File: src/design/sdram_pins_pkg.sv
`default_nettype none
package sdram_pins_pkg;

   localparam int ADDR_W    = 13;
   localparam int COL_W     = 9;
   localparam int DATA_W    = 16;
   localparam int MASK_W    = 2;
   localparam int BANK_W    = 2;
   localparam int NBANK     = 4;
   localparam int ALL_BIT   = 10;
   localparam int FIFO_DEPTH = 16;
   localparam int SYNC_STAGES = 2;

   localparam logic [ADDR_W-1:0] MODE_RST   = 13'h0000;
   localparam logic [NBANK-1:0]  ACTIVE_RST = 4'h0;

   typedef enum logic [2:0] {
      CMD_NONE,
      CMD_OPEN,
      CMD_CLOSE,
      CMD_CLOSE_ALL,
      CMD_READ,
      CMD_WRITE,
      CMD_MODE
   } cmd_t;

   typedef struct packed {
      logic              cs_n;
      logic              ras_n;
      logic              cas_n;
      logic              we_n;
      logic [BANK_W-1:0] bank;
      logic [ADDR_W-1:0] addr;
      logic [MASK_W-1:0] mask;
      logic [DATA_W-1:0] dq;
   } pin_t;

   // Idle pin levels, so a synchroniser leaving reset shows no command
   localparam pin_t PIN_RST = '{cs_n: 1'b1, ras_n: 1'b1, cas_n: 1'b1, we_n: 1'b1,
                                bank: '0, addr: '0, mask: '0, dq: '0};

   typedef struct packed {
      logic [DATA_W-1:0] data;
      logic [MASK_W-1:0] byte_en;
   } wr_word_t;

endpackage : sdram_pins_pkg
`default_nettype wire

File: src/design/pin_sync.sv
`timescale 1ns/1ps
`default_nettype none
module pin_sync #(
   parameter int           W       = 1,
   parameter logic [W-1:0] RST_VAL = '0
) (
   // Clock and reset
   input  wire logic         mclk_i,
   input  wire logic         nrst_i,
   // Pins in, synchronised out
   input  wire logic [W-1:0] async_i,
   output logic      [W-1:0] sync_o
);

   typedef struct packed {
      logic [W-1:0] meta;
      logic [W-1:0] stable;
   } sync_state_t;

   sync_state_t s_q;
   sync_state_t s_d;

   // First stage is read only by the second
   always_comb
   begin
      s_d.meta   = async_i;
      s_d.stable = s_q.meta;
   end

   always_ff @(posedge mclk_i or negedge nrst_i)
   begin
      if (!nrst_i)
         s_q <= '{meta: RST_VAL, stable: RST_VAL};
      else
         s_q <= s_d;
   end

   assign sync_o = s_q.stable;

endmodule : pin_sync
`default_nettype wire

File: src/design/sdram_command_pin_decoder.sv
`timescale 1ns/1ps
`default_nettype none
// Notes on behaviour
// [RL1] Open-row captures all thirteen address lines as row for selected bank.
// [RL2] Read and write take column from lines 0-8; line 10 requests autoclose.
// [RL3] Row-close samples line 10: high closes all banks, low only selected.
// [RL4] Mode-load takes the op-code presented on the address lines.
// [RL5] Commands are ignored while chip select is high, decoded when low.
// [RL6] Chip select is decoded as one bit of the command code.
// [RL7] Row, column and write strobes are latched each edge to form command.
// [RL8] Select and row strobe low, column high: write-enable picks open or close.
// [RL9] Open-row moves the selected bank into the active state.
// [RL10] Select low, row high, column low starts access; write low writes.
// [RL11] Write-enable chooses open/close in row and read/write in column commands.
// [RL12] Writes discard masked bytes; on reads the masks gate output drivers.
// [RL13] Data lines are driven and sampled on rising clock edges.
// [RL14] Read byte mask reaches the output drivers two clocks after sampling.
// [RL15] Close-all idles every bank at once, active or not.
// [RL16] Bank select 00, 01, 10, 11 address banks one to four.
module sdram_command_pin_decoder
(
   // Clock and reset
   input  wire logic                                  mclk_i,
   input  wire logic                                  nrst_i,
   // Command and address pins
   input  wire logic                                  chip_select_n_i,
   input  wire logic                                  row_strobe_n_i,
   input  wire logic                                  col_strobe_n_i,
   input  wire logic                                  write_enable_n_i,
   input  wire logic                                  bank_select_0_i,
   input  wire logic                                  bank_select_1_i,
   input  wire logic [sdram_pins_pkg::ADDR_W-1:0]     addr_i,
   input  wire logic                                  low_byte_mask_i,
   input  wire logic                                  high_byte_mask_i,
   // Data lines
   input  wire logic [sdram_pins_pkg::DATA_W-1:0]     data_lines_i,
   output logic      [sdram_pins_pkg::DATA_W-1:0]     data_lines_o,
   output logic      [sdram_pins_pkg::MASK_W-1:0]     data_lines_oe_o,
   // Decoded command
   output sdram_pins_pkg::cmd_t                       cmd_o,
   output logic      [sdram_pins_pkg::BANK_W-1:0]     bank_o,
   output logic      [sdram_pins_pkg::ADDR_W-1:0]     row_o,
   output logic      [sdram_pins_pkg::COL_W-1:0]      col_o,
   output logic                                       autoclose_o,
   output logic      [sdram_pins_pkg::ADDR_W-1:0]     mode_o,
   output logic      [sdram_pins_pkg::NBANK-1:0]      bank_active_o,
   // Read data from the array side
   input  wire logic                                  rd_valid_i,
   input  wire logic [sdram_pins_pkg::DATA_W-1:0]     rd_data_i,
   // Write data towards the array side
   output logic                                       wr_valid_o,
   input  wire logic                                  wr_ready_i,
   output sdram_pins_pkg::wr_word_t                   wr_word_o,
   output logic                                       buf_ready_o,
   output logic                                       wr_drop_o
);

   import sdram_pins_pkg::*;

   typedef struct packed {
      cmd_t              cmd;
      logic [BANK_W-1:0] bank;
      logic [ADDR_W-1:0] row;
      logic [COL_W-1:0]  col;
      logic              autoclose;
      logic [ADDR_W-1:0] mode;
      logic [NBANK-1:0]  active;
      logic [MASK_W-1:0] mask1;
      logic [DATA_W-1:0] dq;
      logic [MASK_W-1:0] oe;
      logic              push;
      wr_word_t          wword;
      logic              ready;
      logic              drop;
   } dec_state_t;

   dec_state_t        s_q;
   dec_state_t        s_d;
   pin_t              pins_raw;
   pin_t              p;
   cmd_t              dec;
   logic [NBANK-1:0]  bank_hot;
   logic              fifo_in_ready;

   assign pins_raw = '{cs_n:  chip_select_n_i,
                       ras_n: row_strobe_n_i,
                       cas_n: col_strobe_n_i,
                       we_n:  write_enable_n_i,
                       bank:  {bank_select_1_i, bank_select_0_i},
                       addr:  addr_i,
                       mask:  {high_byte_mask_i, low_byte_mask_i},
                       dq:    data_lines_i};

   // Pins come from another chip, so every one is synchronised
   pin_sync #(
      .W       ($bits(pin_t)),
      .RST_VAL (PIN_RST)
   ) u_sync (
      .mclk_i  (mclk_i),
      .nrst_i  (nrst_i),
      .async_i (pins_raw),
      .sync_o  (p)
   );

   // One-hot bank from the two select bits
   genvar gb;
   generate
      for (gb = 0; gb < NBANK; gb++)
      begin : g_bank
         assign bank_hot[gb] = (p.bank == BANK_W'(gb)); // RL16
      end
   endgenerate

   // Command decode; select is the top bit of the code
   always_comb
   begin
      dec = CMD_NONE;
      unique case ({p.cs_n, p.ras_n, p.cas_n, p.we_n}) // RL6 RL7
         4'b0011: dec = CMD_OPEN; // RL8 RL11
         4'b0010: dec = p.addr[ALL_BIT] ? CMD_CLOSE_ALL : CMD_CLOSE; // RL3 RL8
         4'b0101: dec = CMD_READ; // RL10 RL11
         4'b0100: dec = CMD_WRITE; // RL10 RL11
         4'b0000: dec = CMD_MODE;
         default: dec = CMD_NONE; // RL5
      endcase
   end

   always_comb
   begin
      s_d       = s_q;
      s_d.cmd   = dec;
      s_d.push  = 1'b0;
      s_d.drop  = 1'b0;
      s_d.ready = fifo_in_ready;
      unique case (dec)
         CMD_OPEN:
         begin
            s_d.bank   = p.bank;
            s_d.row    = p.addr; // RL1
            s_d.active = s_q.active | bank_hot; // RL9
         end
         CMD_CLOSE:
         begin
            s_d.bank   = p.bank;
            s_d.active = s_q.active & ~bank_hot; // RL3
         end
         CMD_CLOSE_ALL:
            s_d.active = '0; // RL15
         CMD_READ, CMD_WRITE:
         begin
            s_d.bank      = p.bank;
            s_d.col       = p.addr[COL_W-1:0]; // RL2
            s_d.autoclose = p.addr[ALL_BIT]; // RL2
            // No burst model: autoclose idles the bank right away
            if (p.addr[ALL_BIT])
               s_d.active = s_q.active & ~bank_hot;
         end
         CMD_MODE:
            s_d.mode = p.addr; // RL4
         default:
            s_d.active = s_q.active;
      endcase
      // Write data taken on the command edge; masked bytes dropped
      if (dec == CMD_WRITE)
      begin
         s_d.push                = 1'b1; // RL13
         s_d.wword.byte_en       = ~p.mask; // RL12
         s_d.wword.data[7:0]     = p.mask[0] ? 8'h00 : p.dq[7:0]; // RL12
         s_d.wword.data[15:8]    = p.mask[1] ? 8'h00 : p.dq[15:8]; // RL12
      end
      // Full buffer cannot stall the pins, so the word is lost and flagged
      if (s_q.push && !fifo_in_ready)
         s_d.drop = 1'b1;
      // Mask pipeline: one stage here, the output flop is the second
      s_d.mask1 = p.mask;
      s_d.dq    = rd_data_i; // RL13
      s_d.oe    = {MASK_W{rd_valid_i}} & ~s_q.mask1; // RL12 RL14
   end

   always_ff @(posedge mclk_i or negedge nrst_i)
   begin
      if (!nrst_i)
      begin
         s_q        <= '0;
         s_q.cmd    <= CMD_NONE;
         s_q.mode   <= MODE_RST;
         s_q.active <= ACTIVE_RST;
      end
      else
         s_q <= s_d;
   end

   word_fifo #(
      .W     ($bits(wr_word_t)),
      .DEPTH (FIFO_DEPTH)
   ) u_fifo (
      .mclk_i      (mclk_i),
      .nrst_i      (nrst_i),
      .in_valid_i  (s_q.push),
      .in_ready_o  (fifo_in_ready),
      .in_data_i   (s_q.wword),
      .out_valid_o (wr_valid_o),
      .out_ready_i (wr_ready_i),
      .out_data_o  (wr_word_o)
   );

   assign cmd_o           = s_q.cmd;
   assign bank_o          = s_q.bank;
   assign row_o           = s_q.row;
   assign col_o           = s_q.col;
   assign autoclose_o     = s_q.autoclose;
   assign mode_o          = s_q.mode;
   assign bank_active_o   = s_q.active;
   assign data_lines_o    = s_q.dq;
   assign data_lines_oe_o = s_q.oe;
   assign buf_ready_o     = s_q.ready;
   assign wr_drop_o       = s_q.drop;

   a_deselect_ignored: assert property ( // RL5
      @(posedge mclk_i) disable iff (!nrst_i)
      $past(p.cs_n) |-> cmd_o == CMD_NONE)
      else $error("command decoded while deselected");

   a_open_decode: assert property ( // RL1
      @(posedge mclk_i) disable iff (!nrst_i)
      ##1 ($past({p.cs_n, p.ras_n, p.cas_n, p.we_n}) == 4'b0011)
      |-> cmd_o == CMD_OPEN && row_o == $past(p.addr) && bank_o == $past(p.bank))
      else $error("open row not captured");

   a_open_activates: assert property ( // RL9
      @(posedge mclk_i) disable iff (!nrst_i)
      cmd_o == CMD_OPEN |-> bank_active_o[bank_o])
      else $error("opened bank not active");

   a_open_one_bank: assert property ( // RL16
      @(posedge mclk_i) disable iff (!nrst_i)
      cmd_o == CMD_OPEN |-> bank_active_o == ($past(bank_active_o) | (4'h1 << bank_o)))
      else $error("open touched another bank");

   a_close_decode: assert property ( // RL3
      @(posedge mclk_i) disable iff (!nrst_i)
      ##1 ($past({p.cs_n, p.ras_n, p.cas_n, p.we_n}) == 4'b0010)
      |-> cmd_o == ($past(p.addr[ALL_BIT]) ? CMD_CLOSE_ALL : CMD_CLOSE))
      else $error("close kind not taken from line ten");

   a_close_all_idle: assert property ( // RL15
      @(posedge mclk_i) disable iff (!nrst_i)
      cmd_o == CMD_CLOSE_ALL |-> bank_active_o == 4'h0)
      else $error("close all left a bank active");

   a_close_one_bank: assert property ( // RL3
      @(posedge mclk_i) disable iff (!nrst_i)
      cmd_o == CMD_CLOSE |-> !bank_active_o[bank_o]
         && ((bank_active_o | (4'h1 << bank_o)) == ($past(bank_active_o) | (4'h1 << bank_o))))
      else $error("single close touched other banks");

   a_column_kind: assert property ( // RL10 RL11
      @(posedge mclk_i) disable iff (!nrst_i)
      ##1 ($past({p.cs_n, p.ras_n, p.cas_n}) == 3'b010)
      |-> cmd_o == ($past(p.we_n) ? CMD_READ : CMD_WRITE))
      else $error("column access kind wrong");

   a_column_take: assert property ( // RL2
      @(posedge mclk_i) disable iff (!nrst_i)
      ##1 ($past({p.cs_n, p.ras_n, p.cas_n}) == 3'b010)
      |-> col_o == $past(p.addr[COL_W-1:0]) && autoclose_o == $past(p.addr[ALL_BIT]))
      else $error("column or autoclose wrong");

   a_autoclose_idle: assert property ( // RL2
      @(posedge mclk_i) disable iff (!nrst_i)
      (cmd_o == CMD_READ || cmd_o == CMD_WRITE) && autoclose_o |-> !bank_active_o[bank_o])
      else $error("autoclose left bank active");

   a_mode_load: assert property ( // RL4
      @(posedge mclk_i) disable iff (!nrst_i)
      cmd_o == CMD_MODE |-> mode_o == $past(p.addr))
      else $error("mode op-code not loaded");

   a_refused_hold: assert property ( // RL5
      @(posedge mclk_i) disable iff (!nrst_i)
      cmd_o == CMD_NONE |-> $stable(bank_active_o) && $stable(mode_o))
      else $error("refused command changed state");

   a_mask_latency: assert property ( // RL14
      @(posedge mclk_i) disable iff (!nrst_i)
      ##2 (data_lines_oe_o != 2'h0) |-> ($past(p.mask, 2) & data_lines_oe_o) == 2'h0)
      else $error("read mask latency not two clocks");

   a_oe_idle: assert property ( // RL12
      @(posedge mclk_i) disable iff (!nrst_i)
      ##1 (!$past(rd_valid_i)) |-> data_lines_oe_o == 2'h0)
      else $error("drivers on without read data");

   a_read_drive: assert property ( // RL13
      @(posedge mclk_i) disable iff (!nrst_i)
      ##1 1'b1 |-> data_lines_o == $past(rd_data_i))
      else $error("read data not one edge late");

   a_write_discard: assert property ( // RL12
      @(posedge mclk_i) disable iff (!nrst_i)
      s_q.push |-> s_q.wword.byte_en == ~$past(p.mask))
      else $error("masked write byte kept");

   a_masked_zero: assert property ( // RL12
      @(posedge mclk_i) disable iff (!nrst_i)
      s_q.push |-> (s_q.wword.byte_en[0] || s_q.wword.data[7:0] == 8'h00)
         && (s_q.wword.byte_en[1] || s_q.wword.data[15:8] == 8'h00))
      else $error("masked byte data not cleared");

endmodule : sdram_command_pin_decoder
`default_nettype wire

File: src/design/word_fifo.sv
`timescale 1ns/1ps
`default_nettype none
module word_fifo #(
   parameter int W     = 18,
   parameter int DEPTH = 16
) (
   // Clock and reset
   input  wire logic         mclk_i,
   input  wire logic         nrst_i,
   // Fill side
   input  wire logic         in_valid_i,
   output logic              in_ready_o,
   input  wire logic [W-1:0] in_data_i,
   // Drain side
   output logic              out_valid_o,
   input  wire logic         out_ready_i,
   output logic      [W-1:0] out_data_o
);

   localparam int AW = $clog2(DEPTH);

   typedef struct packed {
      logic [AW-1:0] wr;
      logic [AW-1:0] rd;
      logic [AW:0]   count;
   } fifo_state_t;

   fifo_state_t      s_q;
   fifo_state_t      s_d;
   logic [W-1:0]     mem_q [DEPTH];
   logic             push;
   logic             pop;

   assign in_ready_o  = (s_q.count != (AW+1)'(DEPTH));
   assign out_valid_o = (s_q.count != '0);
   assign out_data_o  = mem_q[s_q.rd];
   assign push        = in_valid_i && in_ready_o;
   assign pop         = out_valid_o && out_ready_i;

   always_comb
   begin
      s_d = s_q;
      if (push)
         s_d.wr = s_q.wr + 1'b1;
      if (pop)
         s_d.rd = s_q.rd + 1'b1;
      s_d.count = s_q.count + (AW+1)'(push) - (AW+1)'(pop);
   end

   always_ff @(posedge mclk_i or negedge nrst_i)
   begin
      if (!nrst_i)
         s_q <= '0;
      else
         s_q <= s_d;
   end

   // Storage needs no reset; count guards every read
   always_ff @(posedge mclk_i)
   begin
      if (push)
         mem_q[s_q.wr] <= in_data_i;
   end

endmodule : word_fifo
`default_nettype wire
File: config.mk
export PLATFORM = sky130hd
export DESIGN_NAME = sdram_command_pin_decoder
export DESIGN_NICKNAME = d
export VERILOG_FILES = /design/src/design/sdram_pins_pkg.sv /design/src/design/pin_sync.sv /design/src/design/sdram_command_pin_decoder.sv /design/src/design/word_fifo.sv
export SDC_FILE = /design/constraint.sdc
export NUM_CORES = 1
export LEC_CHECK = 0
export ABC_CLOCK_PERIOD_IN_PS = 8100
export BUFFER_PORTS_ARGS = -buffer_cell sky130_fd_sc_hd__buf_2
export CORE_MARGIN = 10
export CORE_UTILIZATION = 59
export DETAILED_ROUTE_END_ITERATION = 10
export HOLD_SLACK_MARGIN = 0.12
export PLACE_DENSITY_LB_ADDON = 0.25
export SYNTH_ARGS = -nofsm -noshare
export SYNTH_HDL_FRONTEND = slang
export SYNTH_HIERARCHICAL = 1
export SYNTH_SLANG_ARGS = --single-unit
export TNS_END_PERCENT = 100
File: constraint.sdc
create_clock -name mclk_i -period 8.1 [get_ports mclk_i]
set_input_delay 2.43 -clock mclk_i [delete_from_list [all_inputs] [get_ports mclk_i]]
set_output_delay 2.43 -clock mclk_i [all_outputs]
set_load 0.02 [all_outputs]
==> out/metrics.cfg <==
[critical_path]
end_kind = output pin
critical-path-top-delay-family = flip-flops
crit_chain = buf_12 > mux4_2 > a22oi_1 > nand2_1 > buf_2
worst-path-max-fanout = 64
cp.arrival_ns = 3.21
worstSetupPathType = reg -> out
critPathBufInv = 2
cp_slowest_cell = dfrtp_4
r2r_slack_ns = 5.11
worst_ep_required_time_ns = 5.67
critPathLaunchType = register
crit_path_max_incr_delay_ns = 0.98

[logic_synthesis]
synth_nets = 1033
synth_top_cell_by_area = edfxtp_1
syn_area_um2 = 17330
synth_simple_gate_area_share = 0.03176
synthCells = 964
yosys.area_share.adder = 0.009096
synth_edf_count = 288
synthFlopType = edfxtp_1
ys_top_cells_by_area = edfxtp_1 (50%), dfrtp_1 (24%), mux4_2 (4.7%)
avgSynthCellArea_um2 = 17.98
synth_top_cell_area_share = 0.4990
ys_types = 48
ys_ff_latch = 461
synth-compound-area-share = 0.04360
synth_top_family_by_area = multiplexers
ys_seq_area_frac = 0.7493
synthXorXnorAreaFrac = 0.005053
synth_mux_area_frac = 0.1161
ys_warn_count = 6
async_flop_share = 0.3753

[grt]
grt_max_degree = 95
grtUsageTotal = 0.1902
grt_pass1_vias = 8969
grt_first_pass_wirelength_um = 53030
gr-total-overflow = 0
antenna_found_initial = 0

[sta]
relSlewSlack = 0.1653
layout_min_cycle_time_ns = 5.640
final.setup.tns_ns = 0
fmax_mhz = 177.3
finalCritPeriodShare = 0.6964
rsz0062_at_grt = false
maxSlewViolCount = 0
finClkSkew_ns = 0.02191
tightest_slew_ns = 1.252
hold_violations = 0
setup_ws_ns = 2.460
hold_ws_ns = 0.3404
setup_viol = 0

[clock_network]
post_cts_buffers = 0
clk_pin_slew_worst_paths_ns = 0.07
ctsResizeCount = 0
cts_buffers = 44
clock-sinks = 461
hold_buffers = 0
cts_root_buf = clkbuf_16
insertion_delay_ns = 0.54
clk_path_buf_depth = 3
cts_tree = yes
cts_htree_levels = 2

[run_status]
status = completed

[placed_design]
dp_hpwl_um = 19190
place_inst = 1401
dpl_cell_area_um2 = 17990
gp_congestion = 0.7559
portBuffers = 140
place_ws_ns = 3.014

[pwr]
power_density_nw_per_um2 = 328.9
power_leakage_nw = 7.509
ir_drop_v = 0.0001912

[route]
ant_nets = 0
wl_um = 34060
wl_per_cell_um = 23.03
drt_pre_antenna_iters = 5
via_count = 8403
drt_iter0_drc = 870
drc = 0
vias_per_cell = 5.682

[final_layout]
fillers = 1886
areaGrowthSynthToFinish_pct = 12.03
instances_no_fill = 1479
nets = 1132
final_area_um2 = 19420
final_common_cell = edfxtp_1
mostFrequentLayoutCells = edfxtp_1 (288), dfrtp_1 (164), buf_2 (139)
drive_gt1_frac = 0.2946

[floorplanning]
initial_core_util = 0.6006
core_area_um2 = 28860
die_area_um2 = 36630
fp.dieW_um = 191.4
num_rows = 62
pin_count = 141
fp.dieH_um = 191.4

[run]
maxCapViolations = 0

[min_path]
hold_path.class = reg -> reg

report_power, final:
group | total, mW | switching (mW) | leakage (nW) | internal, mW
registers | 2.88 | 0.198 | 4.68 | 2.68
clock network | 2.00 | 0.821 | 0.707 | 1.17
logic | 1.51 | 0.878 | 2.12 | 0.632
registers in the layout, summed over array words and instances (netlist names):
signal / flops
autoclose_o: 1
bank_active_o: 4
bank_o: 2
buf_ready_o: 1
cmd_o: 3
col_o: 9
data_lines_o: 16
data_lines_oe_o: 2
mode_o: 13
row_o: 13
s_q: 21
u_fifo/mem_q: 288
u_fifo/s_q: 13
u_sync/s_d: 37
u_sync/sync_o: 37
wr_drop_o: 1
per-stage QoR:
step	util	power, mW
4_1_cts	0.6727	6.452
2_1_floorplan	-	4.022
3_5_place_dp	0.6234	4.452
3_3_place_gp	0.6234	4.425
5_1_grt	0.6727	6.688
6_report	0.6729	6.387
cell families after synthesis:
logic type,after synthesis
DFF,461
xor gates and xnor gates,10
and+or+nand+nor,99
adders and majority gates,12
AOI/OAI and AO/OA,111
buffers and inverters,124
muxes,147
cell usage after synthesis, types with 12 or more instances:
master    count
edfxtp_1    288
dfrtp_1     165
buf_4        72
mux2i_1      72
o21ai_0      41
nand2_1      40
a221oi_1     36
mux4_2       36
mux2_2       28
a22oi_1      18
inv_1        18
nand2b_1     18
buf_2        12
final cells by class:
class | count | area, um2 | area share
sequential | 461 | 12990 | 0.6690
multi-input combinational | 379 | 3597 | 0.1853
clock buffer | 56 | 1239 | 0.06379
timing repair buffer | 157 | 847.1 | 0.04362
tap | 384 | 480.5 | 0.02474
clock inverter | 20 | 182.7 | 0.009408
inverter | 20 | 75.07 | 0.003866
antenna | 2 | 5.005 | 0.0002577
metal layers:
metal  track usage  up-vias  wire [um]
met1        0.2524     4244      14280
met3       0.05102       60       2754
met4       0.05349        0        751
met5             0        -          0
li1              -     3777          -
met2        0.3059      322      16270
path summary, 6_finish.rpt:
kind / cells after the start / from / endpoint
max: 5 / u_fifo/s_q[5]$_DFFE_PN0P_ / wr_word_o[17]
min: 0 / u_sync/s_d[1]$_DFF_PN0_ / u_sync/sync_o[1]$_DFF_PN0_
max reg2reg: 7 / u_fifo/s_q[2]$_DFF_PN0_ / u_fifo/mem_q[9][7]$_DFFE_PP_
min reg2reg: 0 / u_sync/s_d[1]$_DFF_PN0_ / u_sync/sync_o[1]$_DFF_PN0_
max in group asynchronous: 2 / nrst_i / u_sync/sync_o[22]$_DFF_PN0_
min in group asynchronous: 1 / nrst_i / data_lines_o[9]$_DFF_PN0_
(Power assumes the default switching activity.)
